==> config.mk <==
export PLATFORM = sky130hd
export DESIGN_NAME = dasp_top
export DESIGN_NICKNAME = d
export VERILOG_FILES = /design/src/rtl/dasp_pkg.sv /design/src/rtl/dasp_top.sv
export SDC_FILE = /design/constraint.sdc
export NUM_CORES = 1
export LEC_CHECK = 0
export BUFFER_PORTS_ARGS = -buffer_cell sky130_fd_sc_hd__buf_2
export CORE_ASPECT_RATIO = 1.75
export CORE_MARGIN = 2
export CORE_UTILIZATION = 56
export DETAILED_ROUTE_END_ITERATION = 8
export PLACE_DENSITY = 0.76
export SLEW_MARGIN = 10
export SYNTH_ARGS = -nofsm -noshare
export SYNTH_HDL_FRONTEND = slang
export SYNTH_SLANG_ARGS = --single-unit
==> constraint.sdc <==
create_clock -name clk_i -period 6.5 [get_ports clk_i]
set_input_delay 0.65 -clock clk_i [delete_from_list [all_inputs] [get_ports clk_i]]
set_output_delay 0.65 -clock clk_i [all_outputs]
set_load 0.05 [all_outputs]
==> src/rtl/dasp_pkg.sv <==
// Purpose: Constants for the dual asynchronous serial port block
// Assumes: Single peripheral clock at 250 MHz
// Notes: Register map is a plain strobe port, byte-wide data
package dasp_pkg;
  // Register offsets, port 0 at base, port 1 at base plus stride
  localparam logic [7:0] DASP_PORT_STRIDE = 8'h10;
  localparam logic [3:0] DASP_REG_CTRL = 4'h0;
  localparam logic [3:0] DASP_REG_DATA = 4'h1;
  localparam logic [3:0] DASP_REG_RELOAD = 4'h2;
  localparam logic [3:0] DASP_REG_PRESC = 4'h3;
  localparam logic [3:0] DASP_REG_STATUS = 4'h4;
  localparam logic [3:0] DASP_REG_IRQ_EN = 4'h5;
  localparam logic [3:0] DASP_REG_IRQ_CLR = 4'h6;
  localparam logic [3:0] DASP_REG_NINTH = 4'h7;
  // Control field positions
  localparam int DASP_CTRL_MODE_LO = 0;
  localparam int DASP_CTRL_REN = 2;
  localparam int DASP_CTRL_MPCE = 3;
  localparam int DASP_CTRL_FAST = 4;
  localparam int DASP_CTRL_T1SEL = 5;
  localparam int DASP_CTRL_TB8 = 6;
  // Status bit positions
  localparam int DASP_ST_TXDONE = 0;
  localparam int DASP_ST_RXDONE = 1;
  localparam int DASP_ST_OVERRUN = 2;
  localparam int DASP_ST_TXBUSY = 3;
  // Reset values
  localparam logic [7:0] DASP_CTRL_RST = 8'h00;
  localparam logic [7:0] DASP_RELOAD_RST = 8'h00;
  localparam logic [7:0] DASP_PRESC_RST = 8'h00;
  // Fixed rate dividers: mode 0 clocks per bit, oversample ticks per bit, mode 2 tick periods, counter width
  localparam int DASP_MODE0_DIV = 2;
  localparam int DASP_OVERSAMPLE = 16;
  localparam int DASP_MODE2_FAST_TICK = 2;
  localparam int DASP_MODE2_SLOW_TICK = 4;
  localparam int DASP_CNT_W = 8;
  // Operating modes
  localparam logic [1:0] DASP_MODE_SHIFT = 2'h0;
  localparam logic [1:0] DASP_MODE_8VAR = 2'h1;
  localparam logic [1:0] DASP_MODE_9FIX = 2'h2;
  localparam logic [1:0] DASP_MODE_9VAR = 2'h3;
  typedef enum logic [3:0] {
    DASP_TX_IDLE = 4'h1,
    DASP_TX_START = 4'h2,
    DASP_TX_DATA = 4'h4,
    DASP_TX_STOP = 4'h8
  } dasp_tx_state_t;
  typedef enum logic [3:0] {
    DASP_RX_IDLE = 4'h1,
    DASP_RX_START = 4'h2,
    DASP_RX_DATA = 4'h4,
    DASP_RX_STOP = 4'h8
  } dasp_rx_state_t;
endpackage : dasp_pkg

==> src/rtl/dasp_top.sv <==
// Purpose: Two full-duplex asynchronous serial ports with buffered receive
// Assumes: Pins synchronous to clk_i; timer 1 overflow given as a pulse
// Notes: Mode 0 shifts with shift_clk_o; other modes use 16x oversampling
`timescale 1ns/1ps
`default_nettype none
module dasp_top
  import dasp_pkg::*;
(
  input wire logic clk_i,
  input wire logic reset_i,
  input wire logic [7:0] addr_i,
  input wire logic [7:0] wdata_i,
  input wire logic wr_i,
  input wire logic rd_i,
  output logic [7:0] rdata_o,
  input wire logic timer1_ovf_i,
  input wire logic [1:0] rxd_i,
  output logic [1:0] txd_o,
  output logic [1:0] shift_clk_o,
  output logic [1:0] rxd_out_o,
  output logic [1:0] rxd_oe_o,
  output logic irq_o
);
  logic [7:0] rd_mux [2];
  logic [1:0] port_irq;
  logic [1:0] port_hit;
  logic [7:0] next_rdata;

  // Address decode: upper nibble picks the port
  assign port_hit[0] = (addr_i[7:4] == 4'h0);
  assign port_hit[1] = (addr_i[7:4] == DASP_PORT_STRIDE[7:4]);
  assign next_rdata = port_hit[0] ? rd_mux[0] : (port_hit[1] ? rd_mux[1] : 8'h00);

  // Read data one cycle after the strobe, zero otherwise
  always_ff @(posedge clk_i or posedge reset_i) begin
    if (reset_i) begin
      rdata_o <= 8'h00;
      irq_o <= 1'b0;
    end else begin
      rdata_o <= rd_i ? next_rdata : 8'h00;
      irq_o <= |port_irq;
    end
  end

  genvar p;
  generate
    for (p = 0; p < 2; p++) begin : g_port
      logic [7:0] ctrl;
      logic [7:0] reload;
      logic [7:0] presc;
      logic [3:0] status;
      logic [2:0] sticky;
      logic [3:0] irq_en;
      logic [7:0] brg_cnt;
      logic [7:0] pre_cnt;
      logic [7:0] fix_cnt;
      logic tick;
      logic brg_tick;
      logic [1:0] mode;
      logic nine;
      logic shift_mode;
      logic wr_hit;
      logic rd_hit;
      logic [3:0] reg_sel;
      dasp_tx_state_t tx_st;
      dasp_rx_state_t rx_st;
      logic [8:0] tx_sh;
      logic [3:0] tx_os;
      logic [3:0] tx_bit;
      logic [8:0] rx_sh;
      logic [3:0] rx_os;
      logic [3:0] rx_bit;
      logic [7:0] rx_buf;
      logic rx_b8;
      logic shclk;
      logic ev_tx;
      logic ev_rx;
      logic ev_ovr;
      logic rx_accept;
      logic tx_load;
      logic rx_read;
      logic [3:0] clr_bits;
      logic [3:0] nbits;
      logic [7:0] fix_top;

      assign reg_sel = addr_i[3:0];
      assign wr_hit = wr_i && port_hit[p];
      assign rd_hit = rd_i && port_hit[p];
      assign mode = ctrl[DASP_CTRL_MODE_LO +: 2];
      assign nine = mode[1];
      assign shift_mode = (mode == DASP_MODE_SHIFT);
      assign nbits = nine ? 4'd9 : 4'd8;
      assign tx_load = wr_hit && (reg_sel == DASP_REG_DATA) && (tx_st == DASP_TX_IDLE);
      assign rx_read = rd_hit && (reg_sel == DASP_REG_DATA);
      assign clr_bits = (wr_hit && (reg_sel == DASP_REG_IRQ_CLR)) ? wdata_i[3:0] : 4'h0;
      // Fixed mode 2 tick period; second port has no fast option
      assign fix_top = (p == 0 && ctrl[DASP_CTRL_FAST]) ?
                       8'(DASP_MODE2_FAST_TICK - 1) : 8'(DASP_MODE2_SLOW_TICK - 1);
      assign brg_tick = (pre_cnt == 8'h00) && (brg_cnt == 8'h00);
      // Oversample tick source per mode
      assign tick = (mode == DASP_MODE_9FIX) ? (fix_cnt == 8'h00) :
                    ((p == 0 && ctrl[DASP_CTRL_T1SEL]) ? timer1_ovf_i : brg_tick);

      // Register reads; status shows own state
      assign rd_mux[p] = (reg_sel == DASP_REG_CTRL) ? ctrl :
                         (reg_sel == DASP_REG_DATA) ? rx_buf :
                         (reg_sel == DASP_REG_RELOAD) ? reload :
                         (reg_sel == DASP_REG_PRESC) ? presc :
                         (reg_sel == DASP_REG_STATUS) ? {4'h0, status} :
                         (reg_sel == DASP_REG_IRQ_EN) ? {4'h0, irq_en} :
                         (reg_sel == DASP_REG_NINTH) ? {7'h00, rx_b8} : 8'h00;
      assign port_irq[p] = |(status[2:0] & irq_en[2:0]);

      // Software registers
      always_ff @(posedge clk_i or posedge reset_i) begin
        if (reset_i) begin
          ctrl <= DASP_CTRL_RST;
          reload <= DASP_RELOAD_RST;
          presc <= DASP_PRESC_RST;
          irq_en <= 4'h0;
        end else if (wr_hit) begin
          if (reg_sel == DASP_REG_CTRL) ctrl <= wdata_i;
          if (reg_sel == DASP_REG_RELOAD) reload <= wdata_i;
          if (reg_sel == DASP_REG_PRESC) presc <= wdata_i;
          if (reg_sel == DASP_REG_IRQ_EN) irq_en <= wdata_i[3:0];
        end
      end

      // Reload generator behind a prescaler; underflow reloads both stages
      always_ff @(posedge clk_i or posedge reset_i) begin
        if (reset_i) begin
          pre_cnt <= 8'h00;
          brg_cnt <= 8'h00;
          fix_cnt <= 8'h00;
        end else begin
          pre_cnt <= (pre_cnt == 8'h00) ? presc : pre_cnt - 8'h01;
          if (pre_cnt == 8'h00) brg_cnt <= (brg_cnt == 8'h00) ? reload : brg_cnt - 8'h01;
          fix_cnt <= (fix_cnt == 8'h00) ? fix_top : fix_cnt - 8'h01;
        end
      end

      // Sticky flags; a new event wins over a same-cycle clear
      // Busy bit is live state, so it sits beside the sticky flops, not in them
      assign status = {(tx_st != DASP_TX_IDLE), sticky};
      always_ff @(posedge clk_i or posedge reset_i) begin
        if (reset_i) begin
          sticky <= 3'h0;
        end else begin
          sticky[DASP_ST_TXDONE] <= ev_tx | (sticky[DASP_ST_TXDONE] & ~clr_bits[0]);
          sticky[DASP_ST_RXDONE] <= ev_rx | (sticky[DASP_ST_RXDONE] & ~clr_bits[1] & ~rx_read);
          sticky[DASP_ST_OVERRUN] <= ev_ovr | (sticky[DASP_ST_OVERRUN] & ~clr_bits[2]);
        end
      end

      // Transmitter: start, data lowest first, optional ninth, stop
      always_ff @(posedge clk_i or posedge reset_i) begin
        if (reset_i) begin
          tx_st <= DASP_TX_IDLE;
          tx_sh <= 9'h1ff;
          tx_os <= 4'h0;
          tx_bit <= 4'h0;
          txd_o[p] <= 1'b1;
          shclk <= 1'b1;
          ev_tx <= 1'b0;
        end else begin
          ev_tx <= 1'b0;
          case (tx_st)
            DASP_TX_IDLE: begin
              txd_o[p] <= 1'b1;
              shclk <= 1'b1;
              if (tx_load) begin
                tx_sh <= {ctrl[DASP_CTRL_TB8], wdata_i};
                tx_os <= 4'h0;
                tx_bit <= 4'h0;
                tx_st <= shift_mode ? DASP_TX_DATA : DASP_TX_START;
              end
            end
            DASP_TX_START: begin
              txd_o[p] <= 1'b0;
              if (tick) begin
                tx_os <= tx_os + 4'h1;
                if (tx_os == 4'(DASP_OVERSAMPLE - 1)) tx_st <= DASP_TX_DATA;
              end
            end
            DASP_TX_DATA: begin
              // Mode 0 data leaves on the rx pin; txd stays idle for the line
              txd_o[p] <= shift_mode ? 1'b1 : tx_sh[0];
              if (shift_mode) begin
                // Clock over two: low half then high half per bit
                shclk <= ~shclk;
                if (!shclk) begin
                  tx_sh <= {1'b1, tx_sh[8:1]};
                  tx_bit <= tx_bit + 4'h1;
                  if (tx_bit == 4'd7) tx_st <= DASP_TX_STOP;
                end
              end else if (tick) begin
                tx_os <= tx_os + 4'h1;
                if (tx_os == 4'(DASP_OVERSAMPLE - 1)) begin
                  tx_sh <= {1'b1, tx_sh[8:1]};
                  tx_bit <= tx_bit + 4'h1;
                  if (tx_bit == nbits - 4'h1) tx_st <= DASP_TX_STOP;
                end
              end
            end
            DASP_TX_STOP: begin
              txd_o[p] <= 1'b1;
              shclk <= 1'b1;
              if (shift_mode || (tick && tx_os == 4'(DASP_OVERSAMPLE - 1))) begin
                tx_st <= DASP_TX_IDLE;
                ev_tx <= 1'b1;
              end else if (tick) begin
                tx_os <= tx_os + 4'h1;
              end
            end
            default: tx_st <= DASP_TX_IDLE;
          endcase
        end
      end

      // Mode 0 drives the data pin from the transmit shifter
      // Data moves only while the shift clock is low, so it stands at each rise
      always_ff @(posedge clk_i or posedge reset_i) begin
        if (reset_i) begin
          shift_clk_o[p] <= 1'b1;
          rxd_out_o[p] <= 1'b1;
          rxd_oe_o[p] <= 1'b0;
        end else begin
          shift_clk_o[p] <= shclk;
          if (!shclk) rxd_out_o[p] <= tx_sh[0];
          // Held through stop so the last bit outlives its clock rise
          rxd_oe_o[p] <= shift_mode && (tx_st == DASP_TX_DATA || tx_st == DASP_TX_STOP);
        end
      end

      // Frame acceptance: address filter in nine-bit modes
      assign rx_accept = !nine || !ctrl[DASP_CTRL_MPCE] || rx_sh[8];

      // Receiver: mid-bit sampling into its own shifter, then the buffer
      always_ff @(posedge clk_i or posedge reset_i) begin
        if (reset_i) begin
          rx_st <= DASP_RX_IDLE;
          rx_sh <= 9'h000;
          rx_os <= 4'h0;
          rx_bit <= 4'h0;
          rx_buf <= 8'h00;
          rx_b8 <= 1'b0;
          ev_rx <= 1'b0;
          ev_ovr <= 1'b0;
        end else begin
          ev_rx <= 1'b0;
          ev_ovr <= 1'b0;
          case (rx_st)
            DASP_RX_IDLE: begin
              rx_os <= 4'h0;
              rx_bit <= 4'h0;
              if (ctrl[DASP_CTRL_REN] && !shift_mode && tick && !rxd_i[p]) begin
                rx_st <= DASP_RX_START;
              end
            end
            DASP_RX_START: if (tick) begin
              rx_os <= rx_os + 4'h1;
              // False start if line returns high at mid-bit
              if (rx_os == 4'(DASP_OVERSAMPLE / 2 - 2) && rxd_i[p]) rx_st <= DASP_RX_IDLE;
              if (rx_os == 4'(DASP_OVERSAMPLE - 2)) begin
                rx_os <= 4'h0;
                rx_st <= DASP_RX_DATA;
              end
            end
            DASP_RX_DATA: if (tick) begin
              rx_os <= rx_os + 4'h1;
              if (rx_os == 4'(DASP_OVERSAMPLE / 2)) begin
                rx_sh <= nine ? {rxd_i[p], rx_sh[8:1]} : {1'b0, rxd_i[p], rx_sh[7:1]};
                rx_bit <= rx_bit + 4'h1;
                if (rx_bit == nbits - 4'h1) rx_st <= DASP_RX_STOP;
              end
            end
            DASP_RX_STOP: if (tick) begin
              rx_os <= rx_os + 4'h1;
              if (rx_os == 4'(DASP_OVERSAMPLE / 2)) begin
                rx_st <= DASP_RX_IDLE;
                if (rx_accept) begin
                  if (status[DASP_ST_RXDONE] && !rx_read) begin
                    ev_ovr <= 1'b1; // Newer byte dropped, older kept
                  end else begin
                    rx_buf <= rx_sh[7:0];
                    rx_b8 <= nine ? rx_sh[8] : rxd_i[p];
                    ev_rx <= 1'b1;
                  end
                end
              end
            end
            default: rx_st <= DASP_RX_IDLE;
          endcase
        end
      end
    end
  endgenerate
endmodule : dasp_top
`default_nettype wire

* After elaboration in Yosys (flattened, before gate mapping) *
Index checks and enable logic that the tools add are counted.

word-level totals
  bits in registers = 237
  input port bits = 23

operators by class
  bitwise operators = 28
  eq/ne operators = 84
  reduce and logical (&&, ||, !) cells = 99
  add/sub/neg operators = 16
  multiplexer cells = 157

operators by type and width
  cell                                                  count
  2-to-1 mux 4 bit                                      68
  2-to-1 mux 8 bit                                      17
  2-to-1 mux 9 bit                                      12
  one-hot mux 4 bit (4 select lines)                    6
  != test 2 bit (second input constant)                 28
  equality test 4 x 3 -> 1 bit (second input constant)  12
  logical NOT 8 bit                                     6
  subtractor 8 x 1 -> 8 bit (second input constant)     6
  equality test 4 bit (second input constant)           10
  2-to-1 mux 1 bit                                      37
  != test 3 bit (second input constant)                 12
  one-hot mux 9 bit (2 select lines)                    2
  adder 4 x 1 -> 4 bit (second input constant)          8
  one-hot mux 4 bit (2 select lines)                    4
  logical AND 1 bit                                     28
  equality test 4 x 1 -> 1 bit (second input constant)  6
  equality test 4 x 2 -> 1 bit (second input constant)  6
  one-hot mux 4 bit (3 select lines)                    2
  AND reduction 2 bit                                   10
  AND reduction 5 bit                                   4
  AND reduction 3 bit                                   6
  AND reduction 9 bit                                   2
  equality test 4 bit                                   4
  AND reduction 8 bit                                   2
  other kinds (22)                                      86

* Longest topological paths before layout *
  depth after elaboration = 11
  depth in mapped cells = 10

* Least setup slack after synthesis *
No wires, ideal clock.

  path type = input to register
  from = input port addr_i[4]
  to = register g_port[1].tx_st[1]
  path buffers = 2
  arrival time = 2.489 ns
  stages on the path = 7
  path slack = 3.886 ns
  data required time = 6.375 ns
  library setup time = 0.125 ns
  cells stage by stage = clkbuf_1 -> nor4b_1 -> and2_1 -> clkbuf_1 -> a21oi_1 -> a211oi_2 -> mux2_2

between the ends
  longest elaborated chain between the ends = 6

ends and longest elaborated chain
  what                             line             text
  start: declaration               dasp_top.sv:11   input wire logic [7:0] addr_i,
  equality test 4 x 1 -> 1 bit     dasp_top.sv:31   assign port_hit[1] = (addr_i[7:4] == DASP_PORT_STRIDE[7:4]);
  logical AND 1 bit                dasp_top.sv:87   assign wr_hit = wr_i && port_hit[p];
  logical AND 1 bit (2 in series)  dasp_top.sv:93   assign tx_load = wr_hit && (reg_sel == DASP_REG_DATA) && (tx_st == DASP_TX_IDLE);
  != test 2 bit (no line)          n/a
  AND reduction 9 bit (no line)    n/a
  end signal: assignment           dasp_top.sv:175  tx_st <= shift_mode ? DASP_TX_DATA : DASP_TX_START;
  end: declaration                 dasp_top.sv:65   dasp_tx_state_t tx_st;

No other way between the ends.
A chain may end at the register's enable or synchronous reset.

* Final worst setup path *
  from = input port addr_i[0]
  to = register g_port[1].tx_os[2]

between the ends
  longest elaborated chain between the ends = 5

ends and longest elaborated chain
  what                             line             text
  equality test 4 x 1 -> 1 bit     dasp_top.sv:93
  logical AND 1 bit (2 in series)  dasp_top.sv:93
  != test 2 bit (no line)          n/a
  AND reduction 4 bit (no line)    n/a
  end signal: assignment           dasp_top.sv:181  tx_os <= tx_os + 4'h1;
  end signal: assignment           dasp_top.sv:197  tx_os <= tx_os + 4'h1;
  end signal: assignment           dasp_top.sv:212  tx_os <= tx_os + 4'h1;
  end: declaration                 dasp_top.sv:68   logic [3:0] tx_os;

No other way between the ends.

==> summary.md <==
| Metric | Value |
|---|---|
| Number of fillers in the final layout | `1756` |
| Hold buffer count at cts | `0` |
| Syn Area/Cell | `10.3 um^2` |
| Via count | `9205` |
| CP Max Fanout | `35` |
| H-tree Lvls | `1` |
| Initial antenna violation count | `5` |
| Die W | `115 um` |
| Peak supply drop | `193 uV` |
| Leakage | `0.00603 uW` |
| Final WL | `29.0 mm` |
| CORE AREA | `0.0213 mm^2` |
| Storage cell area | `0.00597 mm^2` |
| Reg2reg setup slack | `3.42 ns` |
| Overflow after GRT | `0` |
| Netlist cell types | `76` |
| Clock Latency Late Sink | `0.52 ns` |
| #FFs+latches synth | `237` |
| Slew Limit Fails | `0` |
| Mapped Cells | `1173` |
| Multi-input logic area | `0.00570 mm^2` |
| Pwr/cell area | `336 mW/mm^2` |
| Post-synth EDFFs | `0` |
| Post-synthesis sequential area ratio | `0.493` |
| Critical Path RT | `6.90 ns` |
| Final nets | `1239` |
| First-pass GRT wire length | `46.7 mm` |
| Detail Route Antenna Nets | `0` |
| Crit Path Class | `in -> reg` |
| RD Place Congestion | `0.934` |
| Endpoints failing hold | `0` |
| Root Driver | `clkbuf_16` |
| Syn_nets | `1220` |
| Clock sink total | `237` |
| Crit path capture type | `flip-flop` |
| Post-CTS Setup Bufs | `0` |
| Share of cells above drive strength 1 | `0.202` |
| Fmax | `0.307 GHz` |
| Ys Warns | `0` |
| Drt pass-1 iters | `5` |
| Top_reg_cell synth | `dfrtp_1` |
| Post-Syn Area | `0.0121 mm^2` |
| Final setup fails | `0` |
| Ys async rst share | `1.00` |
| Status | `complete, no violations` |
| CTS tree | `yes` |
| Port Buffer Count | `39` |
| Slew @ Worst Pin | `1.09 ns` |
| Row cnt | `71` |
| Area delta synth->final | `9.77%` |
| Period minus WS final | `3.25 ns` |
| Die footprint | `0.0228 mm^2` |
| Vias in the first global route | `9190` |
| GRT Overall Usage | `0.259` |
| Largest net degree at the start of global routing | `111` |
| WL per Instance | `19.8 um` |
| Setup TNS | `0 ns` |
| Maxcap violations | `0` |
| Detailed Place HPWL | `20.7 mm` |
| Fin crit share | `0.501` |
| Worst hold path class | `in -> async` |
| Io pins | `40` |
| Worst slew margin | `0.271` |
| CTS Buf Count | `23` |
| DRT iter0 DRCs | `677` |
| Clk slew on worst S/H paths | `0.06 ns` |
| Cts repair resizes | `0` |
| RSZ-0062 raised after global routing | `no` |
| Setup crit start kind | `primary input` |
| Starting Density | `0.567` |
| Critical Path AT | `3.66 ns` |
| Placed inst area | `0.0125 mm^2` |
| Via density | `6.28` |
| Bufs on Longest Clock Path | `3` |
| Final instance area | `0.0133 mm^2` |
| Die height | `198 um` |
| Worst Clk Skew | `0.00760 ns` |
| Residual DRC count | `0` |
## cells in the mapped netlist, types with 22 or more instances
cell type	count	area, um^2
dfrtp_1	207	5180
nand2_1	107	402
mux2_2	102	1150
nor2_1	90	338
a21oi_1	70	350
inv_1	60	225
o21ai_0	58	290
clkbuf_1	45	169
nand3_1	31	155
dfstp_2	30	788
nor3_1	29	145
nand2b_1	25	156
ha_1	24	300
mux2i_1	22	220
## critical path: stages
cell and delay (ns):
buf_2 0.54, nor4b_1 0.73, nand4_1 0.70, a211o_1 0.48, a311oi_1 0.33, xnor2_1 0.16, nor2_1 0.05
## state kept, by name, indices dropped and copies added (netlist names), 6 cells and up
name and count:
g_port.brg_cnt 16, g_port.ctrl 16, g_port.fix_cnt 16, g_port.irq_en 8
g_port.pre_cnt 16, g_port.presc 16, g_port.reload 16, g_port.rx_bit 8
g_port.rx_buf 16, g_port.rx_os 8, g_port.rx_sh 18, g_port.rx_st 8
g_port.sticky 6, g_port.tx_bit 8, g_port.tx_os 8, g_port.tx_sh 18
g_port.tx_st 8, rdata_o 8
## path summary, 6_finish.rpt
| kind | start | endpoint | cells after the start |
|---|---|---|---|
| max | addr_i[0] | g_port[1].tx_os[2] | 7 |
| max reg2reg | g_port[1].brg_cnt[0] | g_port[1].tx_st[1] | 8 |
| min reg2reg | g_port[0].shclk | shift_clk_o[0] | 0 |
| min in group clk_i | rd_i | rdata_o[0] | 2 |
| max in group asynchronous | reset_i | g_port[0].ctrl[6] | 3 |
| min | reset_i | g_port[0].brg_cnt[7] | 2 |
## report_power, final
part | internal, uW | switching [uW] | total [uW] | leakage, uW
Combinational | 410 | 584 | 995 | 0.00259
Clock | 850 | 576 | 1430 | 0.000386
Sequential | 1770 | 267 | 2040 | 0.00305
## layer usage
layer  track usage  vias up  part of all wire
li1              -     4266                 -
met1         0.289     4584              0.37
met2         0.474      277              0.54
met3        0.0326       74             0.046
met4         0.136        4             0.050
met5             0        -           0.00062
## layout make-up
| class | instances | share of cell area |
|---|---|---|
| Inverter | 60 | 0.0172 |
| Multi-Input combinational cell | 824 | 0.429 |
| Timing Repair Buffer | 46 | 0.0196 |
| Clock buffer | 32 | 0.0481 |
| Clock inverter | 9 | 0.0117 |
| Tap cell | 255 | 0.0240 |
| Antenna cell | 3 | 0.000565 |
| Sequential cell | 237 | 0.449 |
## logic make-up (layout without fill, tap and decap cells)
group / count (synthesis) / in the layout / share of synthesized area
other cells: 0 / 3 / 0
simple gates: 390 / 390 / 0.166
compound gates: 249 / 249 / 0.136
fa+ha+maj: 24 / 24 / 0.0248
mux: 129 / 129 / 0.122
xor+xnor: 32 / 32 / 0.0232
flops: 237 / 237 / 0.493
buf+inv: 112 / 147 / 0.0354
## cells in the final DEF (no fill, tap or decap), drive strengths merged, types with 5 or more instances in the layout
cell type,n
dfrtp,207
nand2,108
mux2,103
nor2,91
a21oi,70
inv,61
o21ai,59
buf,46
clkbuf,32
nand3,31
dfstp,30
nor3,30
nand2b,25
ha,24
mux2i,22
xnor2,19
o22ai,16
or3,15
nor4,15
xor2,13
and3,11
nor4b,11
nor3b,10
a22oi,10
o211ai,9
a21o,9
nand3b,9
a31oi,9
o221a,8
nor2b,8
and2,8
o22a,7
o31ai,6
o221ai,6
nand4,5
a211oi,5
or4,5
## stage by stage
step	hold WS (ns)	power (uW)	utilization	setup WS (ns)	cells
6_report	0.377	4460	0.623	3.25	1466
5_1_grt	0.417	4700	0.623	3.03	1465
4_1_cts	0.394	4480	0.623	3.32	1463
3_5_place_dp	0.402	3040	0.585	2.79	1422
3_3_place_gp	0.400	3000	0.585	2.98	1422
2_1_floorplan	0.385	2780	-	2.77	1173
(Power assumes the default switching activity.)
